===== src/hw/ecs_defines.vh =====
`ifndef ECS_DEFINES_VH
`define ECS_DEFINES_VH

// ----------------------------------------------------------------
// register indices (byte address is four times the index)
// ----------------------------------------------------------------
`define ECS_IDX_STRETCH 16'h105c
`define ECS_IDX_CONTROL 16'h105d
`define ECS_IDX_BASE 16'h105e
`define ECS_IDX_SIZE 16'h105f

// ----------------------------------------------------------------
// reset values and implemented-bit masks
// ----------------------------------------------------------------
`define ECS_RST_STRETCH 8'h00
`define ECS_RST_CONTROL 8'h00
`define ECS_RST_BASE 8'h00
`define ECS_RST_SIZE 8'h07
`define ECS_MASK_BASE 8'hfc
`define ECS_MASK_SIZE 8'hdf

// ----------------------------------------------------------------
// field positions
// ----------------------------------------------------------------
`define ECS_STR_IO1 7:6
`define ECS_STR_IO2 5:4
`define ECS_STR_GEN 3:2
`define ECS_STR_PROG 1:0
`define ECS_CTL_IO1_EN 7
`define ECS_CTL_IO1_POL 6
`define ECS_CTL_IO2_EN 5
`define ECS_CTL_IO2_POL 4
`define ECS_CTL_PRIO 3
`define ECS_CTL_PROG_EN 2
`define ECS_CTL_PSIZ 1:0
`define ECS_BASE_GA 7:2
`define ECS_SIZ_IO1_AV 7
`define ECS_SIZ_IO2_AV 6
`define ECS_SIZ_GEN_POL 4
`define ECS_SIZ_GEN_AV 3
`define ECS_SIZ_GSIZ 2:0

// ----------------------------------------------------------------
// select index, equal to port g bit minus four
// ----------------------------------------------------------------
`define ECS_SEL_IO2 0
`define ECS_SEL_IO1 1
`define ECS_SEL_GEN 2
`define ECS_SEL_PROG 3

// ----------------------------------------------------------------
// decode constants
// ----------------------------------------------------------------
`define ECS_PSIZ_64K 2'h0
`define ECS_PSIZ_32K 2'h1
`define ECS_PSIZ_16K 2'h2
`define ECS_GSIZ_OFF 3'h7
`define ECS_IO1_LOW 12'h060

// ----------------------------------------------------------------
// e clock phase lengths in clk cycles, and ahb codes
// ----------------------------------------------------------------
`define ECS_E_LOW_CYC 2
`define ECS_E_HIGH_CYC 2
`define ECS_HTRANS_NONSEQ 2'h2

`endif


===== src/hw/ecs_chip_select.v =====
`timescale 1ns/1ns
`default_nettype none
`include "ecs_defines.vh"

module ecs_chip_select #(
  parameter E_LOW_CYC = `ECS_E_LOW_CYC,
  parameter E_HIGH_CYC = `ECS_E_HIGH_CYC
) (
  input wire clk,
  input wire nrst,
  // ahb-lite slave
  input wire hsel,
  input wire [31:0] haddr,
  input wire [1:0] htrans,
  input wire hwrite,
  input wire [2:0] hsize,
  input wire [31:0] hwdata,
  input wire hready,
  output wire hreadyout,
  output wire hresp,
  output reg [31:0] hrdata,
  // on-chip mode and register-block placement, same clock
  input wire mode_expanded,
  input wire [3:0] reg_nibble,
  // cpu bus cycle request
  input wire [15:0] cpu_addr,
  input wire cpu_req,
  output wire cpu_done,
  // expansion bus
  output reg e_clk,
  output reg addr_valid,
  // port g bits 7:4, gpio path from the port logic
  input wire [3:0] gpio_out,
  input wire [3:0] gpio_oe,
  output reg [3:0] pg_out,
  output reg [3:0] pg_oe,
  output reg [3:0] pg_claim
);

  // ----------------------------------------------------------------
  // registers
  // ----------------------------------------------------------------
  reg [7:0] stretch_register;
  reg [7:0] select_control_register;
  reg [7:0] general_base_register;
  reg [7:0] general_size_register;
  reg strap_pend;

  reg wr_pend;
  reg [15:0] wr_idx;
  reg [7:0] rd_byte;

  wire addr_phase;
  wire [15:0] ahb_idx;
  wire idx_ok;

  // ----------------------------------------------------------------
  // select configuration
  // ----------------------------------------------------------------
  wire [3:0] sel_en;
  wire [3:0] sel_pol;
  wire [3:0] sel_av;
  wire [3:0] hit_now;
  wire [3:0] live;
  reg [1:0] next_stretch;
  reg [3:0] hit_cycle;

  wire tm_e_high;
  wire tm_active;
  wire tm_start;
  wire cyc_on;
  wire [3:0] cyc_hit;

  // ----------------------------------------------------------------
  // ahb-lite slave
  // ----------------------------------------------------------------
  // zero wait state and always okay; reads are fetched in the address
  // phase, so a read directly behind a write sees the old value
  assign hreadyout = 1'b1;
  assign hresp = 1'b0;
  assign addr_phase = hsel & hready & (htrans == `ECS_HTRANS_NONSEQ);
  assign ahb_idx = haddr[17:2];
  assign idx_ok = (haddr[31:18] == 14'h0000);

  always @* begin
    rd_byte = 8'h00;
    if (idx_ok) begin
      case (ahb_idx)
        `ECS_IDX_STRETCH: rd_byte = stretch_register;
        `ECS_IDX_CONTROL: rd_byte = select_control_register;
        `ECS_IDX_BASE: rd_byte = general_base_register & `ECS_MASK_BASE;
        `ECS_IDX_SIZE: rd_byte = general_size_register & `ECS_MASK_SIZE;
        default: rd_byte = 8'h00;
      endcase
    end
  end

  always @(posedge clk or negedge nrst) begin
    if (!nrst) begin
      wr_pend <= 1'b0;
      wr_idx <= 16'h0000;
      hrdata <= 32'h00000000;
    end else begin
      wr_pend <= addr_phase & hwrite & idx_ok;
      if (addr_phase) begin
        wr_idx <= ahb_idx;
      end
      if (addr_phase & ~hwrite) begin
        hrdata <= {24'h000000, rd_byte};
      end
    end
  end

  // program enable follows the mode strap caught the cycle after release
  always @(posedge clk or negedge nrst) begin
    if (!nrst) begin
      stretch_register <= `ECS_RST_STRETCH;
      select_control_register <= `ECS_RST_CONTROL;
      general_base_register <= `ECS_RST_BASE;
      general_size_register <= `ECS_RST_SIZE;
      strap_pend <= 1'b1;
    end else begin
      strap_pend <= 1'b0;
      if (strap_pend) begin
        select_control_register[`ECS_CTL_PROG_EN] <= mode_expanded;
      end
      if (wr_pend) begin
        case (wr_idx)
          `ECS_IDX_STRETCH: stretch_register <= hwdata[7:0];
          `ECS_IDX_CONTROL: select_control_register <= hwdata[7:0];
          `ECS_IDX_BASE: general_base_register <= hwdata[7:0] & `ECS_MASK_BASE;
          `ECS_IDX_SIZE: general_size_register <= hwdata[7:0] & `ECS_MASK_SIZE;
          default: general_size_register <= general_size_register;
        endcase
      end
    end
  end

  // ----------------------------------------------------------------
  // per-select enable, polarity and window
  // ----------------------------------------------------------------
  // nothing may claim a pin outside expanded modes
  assign sel_en[`ECS_SEL_IO1] = mode_expanded &
                                select_control_register[`ECS_CTL_IO1_EN];
  assign sel_en[`ECS_SEL_IO2] = mode_expanded &
                                select_control_register[`ECS_CTL_IO2_EN];
  assign sel_en[`ECS_SEL_GEN] = mode_expanded &
                                (general_size_register[`ECS_SIZ_GSIZ] != `ECS_GSIZ_OFF);
  assign sel_en[`ECS_SEL_PROG] = mode_expanded & select_control_register[`ECS_CTL_PROG_EN];

  assign sel_pol[`ECS_SEL_IO1] = select_control_register[`ECS_CTL_IO1_POL];
  assign sel_pol[`ECS_SEL_IO2] = select_control_register[`ECS_CTL_IO2_POL];
  assign sel_pol[`ECS_SEL_GEN] = general_size_register[`ECS_SIZ_GEN_POL];
  assign sel_pol[`ECS_SEL_PROG] = 1'b0;

  assign sel_av[`ECS_SEL_IO1] = general_size_register[`ECS_SIZ_IO1_AV];
  assign sel_av[`ECS_SEL_IO2] = general_size_register[`ECS_SIZ_IO2_AV];
  assign sel_av[`ECS_SEL_GEN] = general_size_register[`ECS_SIZ_GEN_AV];
  assign sel_av[`ECS_SEL_PROG] = 1'b1;

  // ----------------------------------------------------------------
  // address decode of the live cpu address
  // ----------------------------------------------------------------
  ecs_decode u_decode (
    .addr(cpu_addr),
    .reg_nibble(reg_nibble),
    .prog_size(select_control_register[`ECS_CTL_PSIZ]),
    .gen_size(general_size_register[`ECS_SIZ_GSIZ]),
    .gen_base(general_base_register[`ECS_BASE_GA]),
    .prio_gen(select_control_register[`ECS_CTL_PRIO]),
    .prog_en(sel_en[`ECS_SEL_PROG]),
    .hit(hit_now)
  );

  assign live = hit_now & sel_en;

  // stretch of the select that will assert; io selects checked first
  always @* begin
    next_stretch = 2'h0;
    if (live[`ECS_SEL_IO1]) begin
      next_stretch = stretch_register[`ECS_STR_IO1];
    end else if (live[`ECS_SEL_IO2]) begin
      next_stretch = stretch_register[`ECS_STR_IO2];
    end else if (live[`ECS_SEL_GEN]) begin
      next_stretch = stretch_register[`ECS_STR_GEN];
    end else if (live[`ECS_SEL_PROG]) begin
      next_stretch = stretch_register[`ECS_STR_PROG];
    end
  end

  // ----------------------------------------------------------------
  // e clock and bus cycle sequencing
  // ----------------------------------------------------------------
  ecs_eclk #(
    .LOW_CYC(E_LOW_CYC),
    .HIGH_CYC(E_HIGH_CYC)
  ) u_eclk (
    .clk(clk),
    .nrst(nrst),
    .cpu_req(cpu_req),
    .stretch(next_stretch),
    .e_high(tm_e_high),
    .active(tm_active),
    .start(tm_start),
    .done(cpu_done)
  );

  // hits are frozen for the whole bus cycle; a size, base or priority write
  // during the cycle takes effect from the next one, but enable, polarity and
  // address-valid bits act at once and can chop a select mid-cycle
  always @(posedge clk or negedge nrst) begin
    if (!nrst) begin
      hit_cycle <= 4'h0;
    end else if (tm_start) begin
      hit_cycle <= hit_now;
    end
  end

  // the first clk of a cycle uses the live decode, so address valid and
  // the selects cover the whole e period instead of starting one clk late
  assign cyc_on = tm_active | tm_start;
  assign cyc_hit = tm_start ? hit_now : hit_cycle;

  // ----------------------------------------------------------------
  // port g pins, retimed together with e so they move in step
  // ----------------------------------------------------------------
  always @(posedge clk or negedge nrst) begin
    if (!nrst) begin
      e_clk <= 1'b0;
      addr_valid <= 1'b0;
    end else begin
      e_clk <= tm_e_high;
      addr_valid <= cyc_on;
    end
  end

  genvar i;
  generate
    for (i = 0; i < 4; i = i + 1) begin : g_pin
      wire asserted;
      // disabled selects leave the pin to the gpio logic
      assign asserted = sel_en[i] & cyc_hit[i] & cyc_on &
                        (sel_av[i] | tm_e_high);
      always @(posedge clk or negedge nrst) begin
        if (!nrst) begin
          pg_out[i] <= 1'b0;
          pg_oe[i] <= 1'b0;
          pg_claim[i] <= 1'b0;
        end else begin
          pg_claim[i] <= sel_en[i];
          pg_out[i] <= sel_en[i] ? (sel_pol[i] ? asserted : ~asserted) : gpio_out[i];
          pg_oe[i] <= sel_en[i] | gpio_oe[i];
        end
      end
    end
  endgenerate

  // hsize is not checked: every access is treated as a whole word
  wire unused_ok;
  assign unused_ok = &{1'b0, hsize, hwdata[31:8], haddr[1:0]};

endmodule // ecs_chip_select
`default_nettype wire


===== src/hw/ecs_decode.v =====
`timescale 1ns/1ns
`default_nettype none
`include "ecs_defines.vh"

module ecs_decode (
  input wire [15:0] addr,
  input wire [3:0] reg_nibble,
  input wire [1:0] prog_size,
  input wire [2:0] gen_size,
  input wire [5:0] gen_base,
  input wire prio_gen,
  input wire prog_en,
  output wire [3:0] hit
);

  wire in_page;
  wire prog_range;
  wire gen_range;
  wire [5:0] bit_ok;

  assign in_page = (addr[15:12] == reg_nibble);
  assign hit[`ECS_SEL_IO1] = in_page & ~addr[11] & (addr[11:0] >= `ECS_IO1_LOW);
  assign hit[`ECS_SEL_IO2] = in_page & addr[11];

  // program range always ends at the top of memory
  assign prog_range = (prog_size == `ECS_PSIZ_64K) ? 1'b1 :
                      (prog_size == `ECS_PSIZ_32K) ? addr[15] :
                      (prog_size == `ECS_PSIZ_16K) ? (&addr[15:14]) :
                      (&addr[15:13]);

  // base bit 5-k (address bit 15-k) takes part only when the size implies it
  genvar k;
  generate
    for (k = 0; k < 6; k = k + 1) begin : g_cmp
      assign bit_ok[k] = (gen_size <= k) | (addr[15 - k] == gen_base[5 - k]);
    end
  endgenerate

  assign gen_range = (gen_size != `ECS_GSIZ_OFF) & (&bit_ok);

  // overlap resolution: only the winner of program and general is reported
  assign hit[`ECS_SEL_GEN] = gen_range & (prio_gen | ~(prog_en & prog_range));
  assign hit[`ECS_SEL_PROG] = prog_en & prog_range & ~(prio_gen & gen_range);

endmodule // ecs_decode
`default_nettype wire


===== src/hw/ecs_eclk.v =====
`timescale 1ns/1ns
`default_nettype none
`include "ecs_defines.vh"

module ecs_eclk #(
  parameter LOW_CYC = `ECS_E_LOW_CYC,
  parameter HIGH_CYC = `ECS_E_HIGH_CYC,
  parameter CNT_W = 8
) (
  input wire clk,
  input wire nrst,
  input wire cpu_req,
  input wire [1:0] stretch,
  output reg e_high,
  output reg active,
  output wire start,
  output wire done
);

  localparam ST_LOW = 3'b001;
  localparam ST_HIGH = 3'b010;
  localparam ST_STR = 3'b100;
  localparam integer LOW_LAST_I = LOW_CYC - 1;
  localparam integer HIGH_LAST_I = HIGH_CYC - 1;
  localparam integer PER_LAST_I = LOW_CYC + HIGH_CYC - 1;
  localparam [CNT_W-1:0] LOW_LAST = LOW_LAST_I[CNT_W-1:0];
  localparam [CNT_W-1:0] HIGH_LAST = HIGH_LAST_I[CNT_W-1:0];
  localparam [CNT_W-1:0] PER_LAST = PER_LAST_I[CNT_W-1:0];

  reg [2:0] state;
  reg [CNT_W-1:0] cnt;
  reg [1:0] str_left;
  wire period_end;

  // a bus cycle ends with the last clk of e high, after any stretch periods
  assign period_end = ((state == ST_HIGH) & (cnt == HIGH_LAST) & (str_left == 2'h0)) |
                      ((state == ST_STR) & (cnt == PER_LAST) & (str_left == 2'h1));
  assign done = period_end & active;
  assign start = ((state == ST_LOW) & (cnt == {CNT_W{1'b0}}) & ~active & cpu_req);

  always @(posedge clk or negedge nrst) begin
    if (!nrst) begin
      state <= ST_LOW;
      cnt <= {CNT_W{1'b0}};
      str_left <= 2'h0;
      e_high <= 1'b0;
      active <= 1'b0;
    end else begin
      case (state)
        ST_LOW: begin
          if (start) begin
            active <= 1'b1;
            str_left <= stretch;
          end
          if (cnt == LOW_LAST) begin
            state <= ST_HIGH;
            cnt <= {CNT_W{1'b0}};
            e_high <= 1'b1;
          end else begin
            cnt <= cnt + 1'b1;
          end
        end
        ST_HIGH: begin
          if (cnt != HIGH_LAST) begin
            cnt <= cnt + 1'b1;
          end else if (str_left != 2'h0) begin
            state <= ST_STR;
            cnt <= {CNT_W{1'b0}};
          end else begin
            state <= ST_LOW;
            cnt <= {CNT_W{1'b0}};
            e_high <= 1'b0;
            active <= 1'b0;
          end
        end
        ST_STR: begin
          // e held high one full e period per stretch cycle
          if (cnt != PER_LAST) begin
            cnt <= cnt + 1'b1;
          end else if (str_left != 2'h1) begin
            cnt <= {CNT_W{1'b0}};
            str_left <= str_left - 2'h1;
          end else begin
            state <= ST_LOW;
            cnt <= {CNT_W{1'b0}};
            str_left <= 2'h0;
            e_high <= 1'b0;
            active <= 1'b0;
          end
        end
        default: begin
          state <= ST_LOW;
          cnt <= {CNT_W{1'b0}};
          e_high <= 1'b0;
          active <= 1'b0;
        end
      endcase
    end
  end

endmodule // ecs_eclk
`default_nettype wire


===== config.mk =====
export PLATFORM = sky130hd
export DESIGN_NAME = ecs_chip_select
export DESIGN_NICKNAME = d
export VERILOG_FILES = /design/src/hw/ecs_chip_select.v /design/src/hw/ecs_decode.v /design/src/hw/ecs_eclk.v
export VERILOG_INCLUDE_DIRS = /design/src /design/src/hw
export SDC_FILE = /design/constraint.sdc
export NUM_CORES = 1
export LEC_CHECK = 0
export CORE_MARGIN = 5
export CORE_UTILIZATION = 35
export CTS_BUF_LIST = sky130_fd_sc_hd__clkbuf_16
export DETAILED_ROUTE_END_ITERATION = 10
export DONT_BUFFER_PORTS = 1
export PLACE_DENSITY_LB_ADDON = 0.25
export SETUP_SLACK_MARGIN = 0.4
export SLEW_MARGIN = 20
export SYNTH_ARGS = -nofsm -noshare
export SYNTH_HDL_FRONTEND = slang
export SYNTH_SLANG_ARGS = --single-unit

===== constraint.sdc =====
create_clock -name clk -period 5.4 [get_ports clk]
set_input_delay 1.08 -clock clk [delete_from_list [all_inputs] [get_ports clk]]
set_output_delay 1.08 -clock clk [all_outputs]
set_load 0.03 [all_outputs]

==> results.json <==
{
  "netlist_top_cells_area": "dfrtp_1 (46%), mux2_2 (11%), buf_4 (4.5%)",
  "numCtsBuffers": 9,
  "p_seq_frac": 0.486,
  "clk_latency_ps": 350,
  "r2r_setup_slack_ps": 3140,
  "wl_per_cell_um": 18.2,
  "synth-edff-count": 0,
  "netlist_instances": 411,
  "finalSetupTns_ps": 0,
  "p_switching_uw": 363,
  "synth.most_common_cell": "dfrtp_1",
  "initial_core_util": 0.358,
  "r2r_start": "u_eclk.state[0]",
  "timing.rr.end": "pg_out[1]",
  "synth_area_leader_cell": "dfrtp_1",
  "vias": 3003,
  "powerDensity_nw_per_um2": 308,
  "drt_iter0_markers": 242,
  "internal_power_mw": 1.15,
  "antenna_left": 0,
  "whs_ps": 427,
  "grt_max_degree": 89,
  "synthArstFlopShare": 1.00,
  "dpl.hpwl_um": 7950,
  "tightestPinTransition_ps": 842,
  "cts_setup_buffers": 0,
  "io_buffers": 0,
  "antenna_found_initial": 0,
  "antenna_cells": 0,
  "finalSetupViolations": 0,
  "yosysSeqAreaShare": 0.487,
  "grt_pass1_vias": 3062,
  "drive_above_1_share": 0.200,
  "synth_ff_type": "dfrtp_1",
  "fin_crit_ps": 3230,
  "nNetsFinal": 519,
  "slew_violations": 0,
  "synth_top_area_frac": 0.458,
  "yosysWarningCount": 0,
  "gp_congestion": 0.829,
  "drtPass1Iterations": 4,
  "cp_max_fo": 12,
  "critPathCaptureType": "output pin",
  "rsz0062_at_grt": "false",
  "cts.sinks": 88,
  "outcome": "completed",
  "area_delta_synth_final_pct": 8.55,
  "slowest_stage": "a21oi_1",
  "fin_ws_ps": 2170,
  "period_share": 0.599,
  "totalWireLength_um": 10700,
  "cts_resized": 0,
  "cts_tree": "built",
  "root_buffer": "clkbuf_16",
  "comb_power_share": 0.067,
  "rows": 41,
  "cp_cell_sequence": "nor3b_1 > nand3_1 > a21oi_1",
  "maxCapViolations": 0,
  "syn_area_um2": 4530,
  "drc": 0,
  "die_w_um": 124,
  "hold_path.class": "primary input to asynchronous set/reset pin",
  "skew_ps": 6.08,
  "synth_cell_type_count": 65,
  "clk_pin_slew_ps": 70,
  "grt_pass1_wl_um": 17100,
  "dieArea_um2": 15300,
  "fillers": 1246,
  "cts_max_level": 3,
  "place_ws_ps": 2510,
  "avgSynthCellArea_um2": 11.0,
  "clkPwrFrac": 0.447,
  "multi_input_area_um2": 2100,
  "die_height_um": 124,
  "ys_ff_latch": 88,
  "seqCellArea_um2": 2210,
  "fin_util": 0.388,
  "max-slew-margin-rel": 0.436,
  "cp-start-kind": "flip-flop",
  "overflow": 0,
  "viasPerCell": 5.12,
  "hold_violations": 0,
  "fmax_ghz": 0.309,
  "coreArea_um2": 12700,
  "swShare": 0.240,
  "crit_required_ps": 4320,
  "ir_worst_vdd_mv": 0.201,
  "cts_hold_buf": 0,
  "leakagePower_nw": 2.16,
  "grt_util_all_layers": 0.148,
  "yosys-top-cells-count": "dfrtp_1 (83), mux2_2 (44), nand2_1 (32)",
  "max_stage_delay_ps": 610,
  "critPathArrivalTime_ps": 2150,
  "ff2ff_path_depth": 6,
  "io_pins": 153,
  "cts_buffer_depth": 2,
  "critPathKind": "flip-flop to output pin"
}
## stage by stage
step | std cells | instance area, um^2 | power [mW]
4_1_cts | 587 | 4920 | 1.54
3_5_place_dp | 571 | 4600 | 0.850
5_1_grt | 587 | 4920 | 1.58
3_3_place_gp | 571 | 4600 | 0.846
2_1_floorplan | 436 | 4630 | 0.848
6_report | 587 | 4920 | 1.51
## critical path, delay by kind of cell, from the launching register on
kind | cells | cell delay, ps
flip-flops | 1 | 560
AND/OR/NAND/NOR | 2 | 640
AO/OA/AOI/OAI | 1 | 610
## final cells by class
class,count,share of cell area
tap,172,0.0437
clock buffer,9,0.0458
multi-input combinational,291,0.426
timing repair buffer,1,0.00153
inverter,19,0.0145
sequential,88,0.449
clock inverter,7,0.0196
## kinds of logic (layout without fill, tap and decap cells)
kind of cell,count (synthesis),in the layout,synth area share
AO/OA/AOI/OAI,70,70,0.104
XOR/XNOR,18,18,0.0348
adder cells (fa/ha/maj),5,5,0.0138
buffers and inverters,57,36,0.0709
flip-flops,88,88,0.487
multiplexers,51,51,0.139
other,2,27,0.00166
AND/OR/NAND/NOR,120,120,0.149
## power by group through the flow
stage               clock network, mW  logic (mW)  registers [mW]
floorplan                           0       0.108           0.739
global placement                    0       0.100           0.746
detailed placement                  0       0.102           0.748
CTS                             0.697       0.102           0.736
global route                    0.723       0.114           0.741
finish                          0.677       0.101           0.736
## per-layer routing
layer / part of all wire / track usage / up-vias
met5: 0 / 0 / -
met4: 0.014 / 0.0498 / 0
met3: 0.078 / 0.0518 / 11
met2: 0.50 / 0.239 / 81
li1: - / - / 1402
met1: 0.41 / 0.184 / 1509
## registers in the layout, summed over array words and instances, names as in the netlist, 2 cells and up
signal / count
general_base_register: 6
general_size_register: 7
hit_cycle: 4
hrdata: 8
pg_claim: 4
pg_oe: 4
pg_out: 4
select_control_register: 8
stretch_register: 8
u_eclk.cnt: 8
u_eclk.state: 3
u_eclk.str_left: 2
wr_idx: 16
## cell usage in the layout (no fill, tap or decap), types with 4 or more instances in the layout
cell type   n
a21oi_1    14
and2_1      6
and3_1      4
clkbuf_16   9
conb_1     27
dfrtp_1    83
dfstp_2     5
ha_1        5
inv_1      19
mux2_2     44
mux4_2      5
nand2_1    32
nand2b_1    6
nand3_1    10
nand4_1     4
nor2_1     26
nor3b_1     4
nor4_1      5
o21ai_0    10
o21ai_1    13
xnor2_1     8
xor2_1     10
## worst max path at each step
| stage | from | end | slack, ps | cells after the start |
|---|---|---|---|---|
| final | u_eclk.state[1] | cpu_done | 2170 | 3 |
| after global routing | u_eclk.state[1] | cpu_done | 1910 | 3 |
| after CTS | u_eclk.state[1] | cpu_done | 2140 | 3 |
| after detailed placement | htrans[0] | hrdata[4] | 2510 | 4 |
| after global placement | u_eclk.state[1] | cpu_done | 2520 | 3 |
| after floorplan | u_eclk.state[1] | cpu_done | 2650 | 4 |
(Power assumes the default switching activity.)
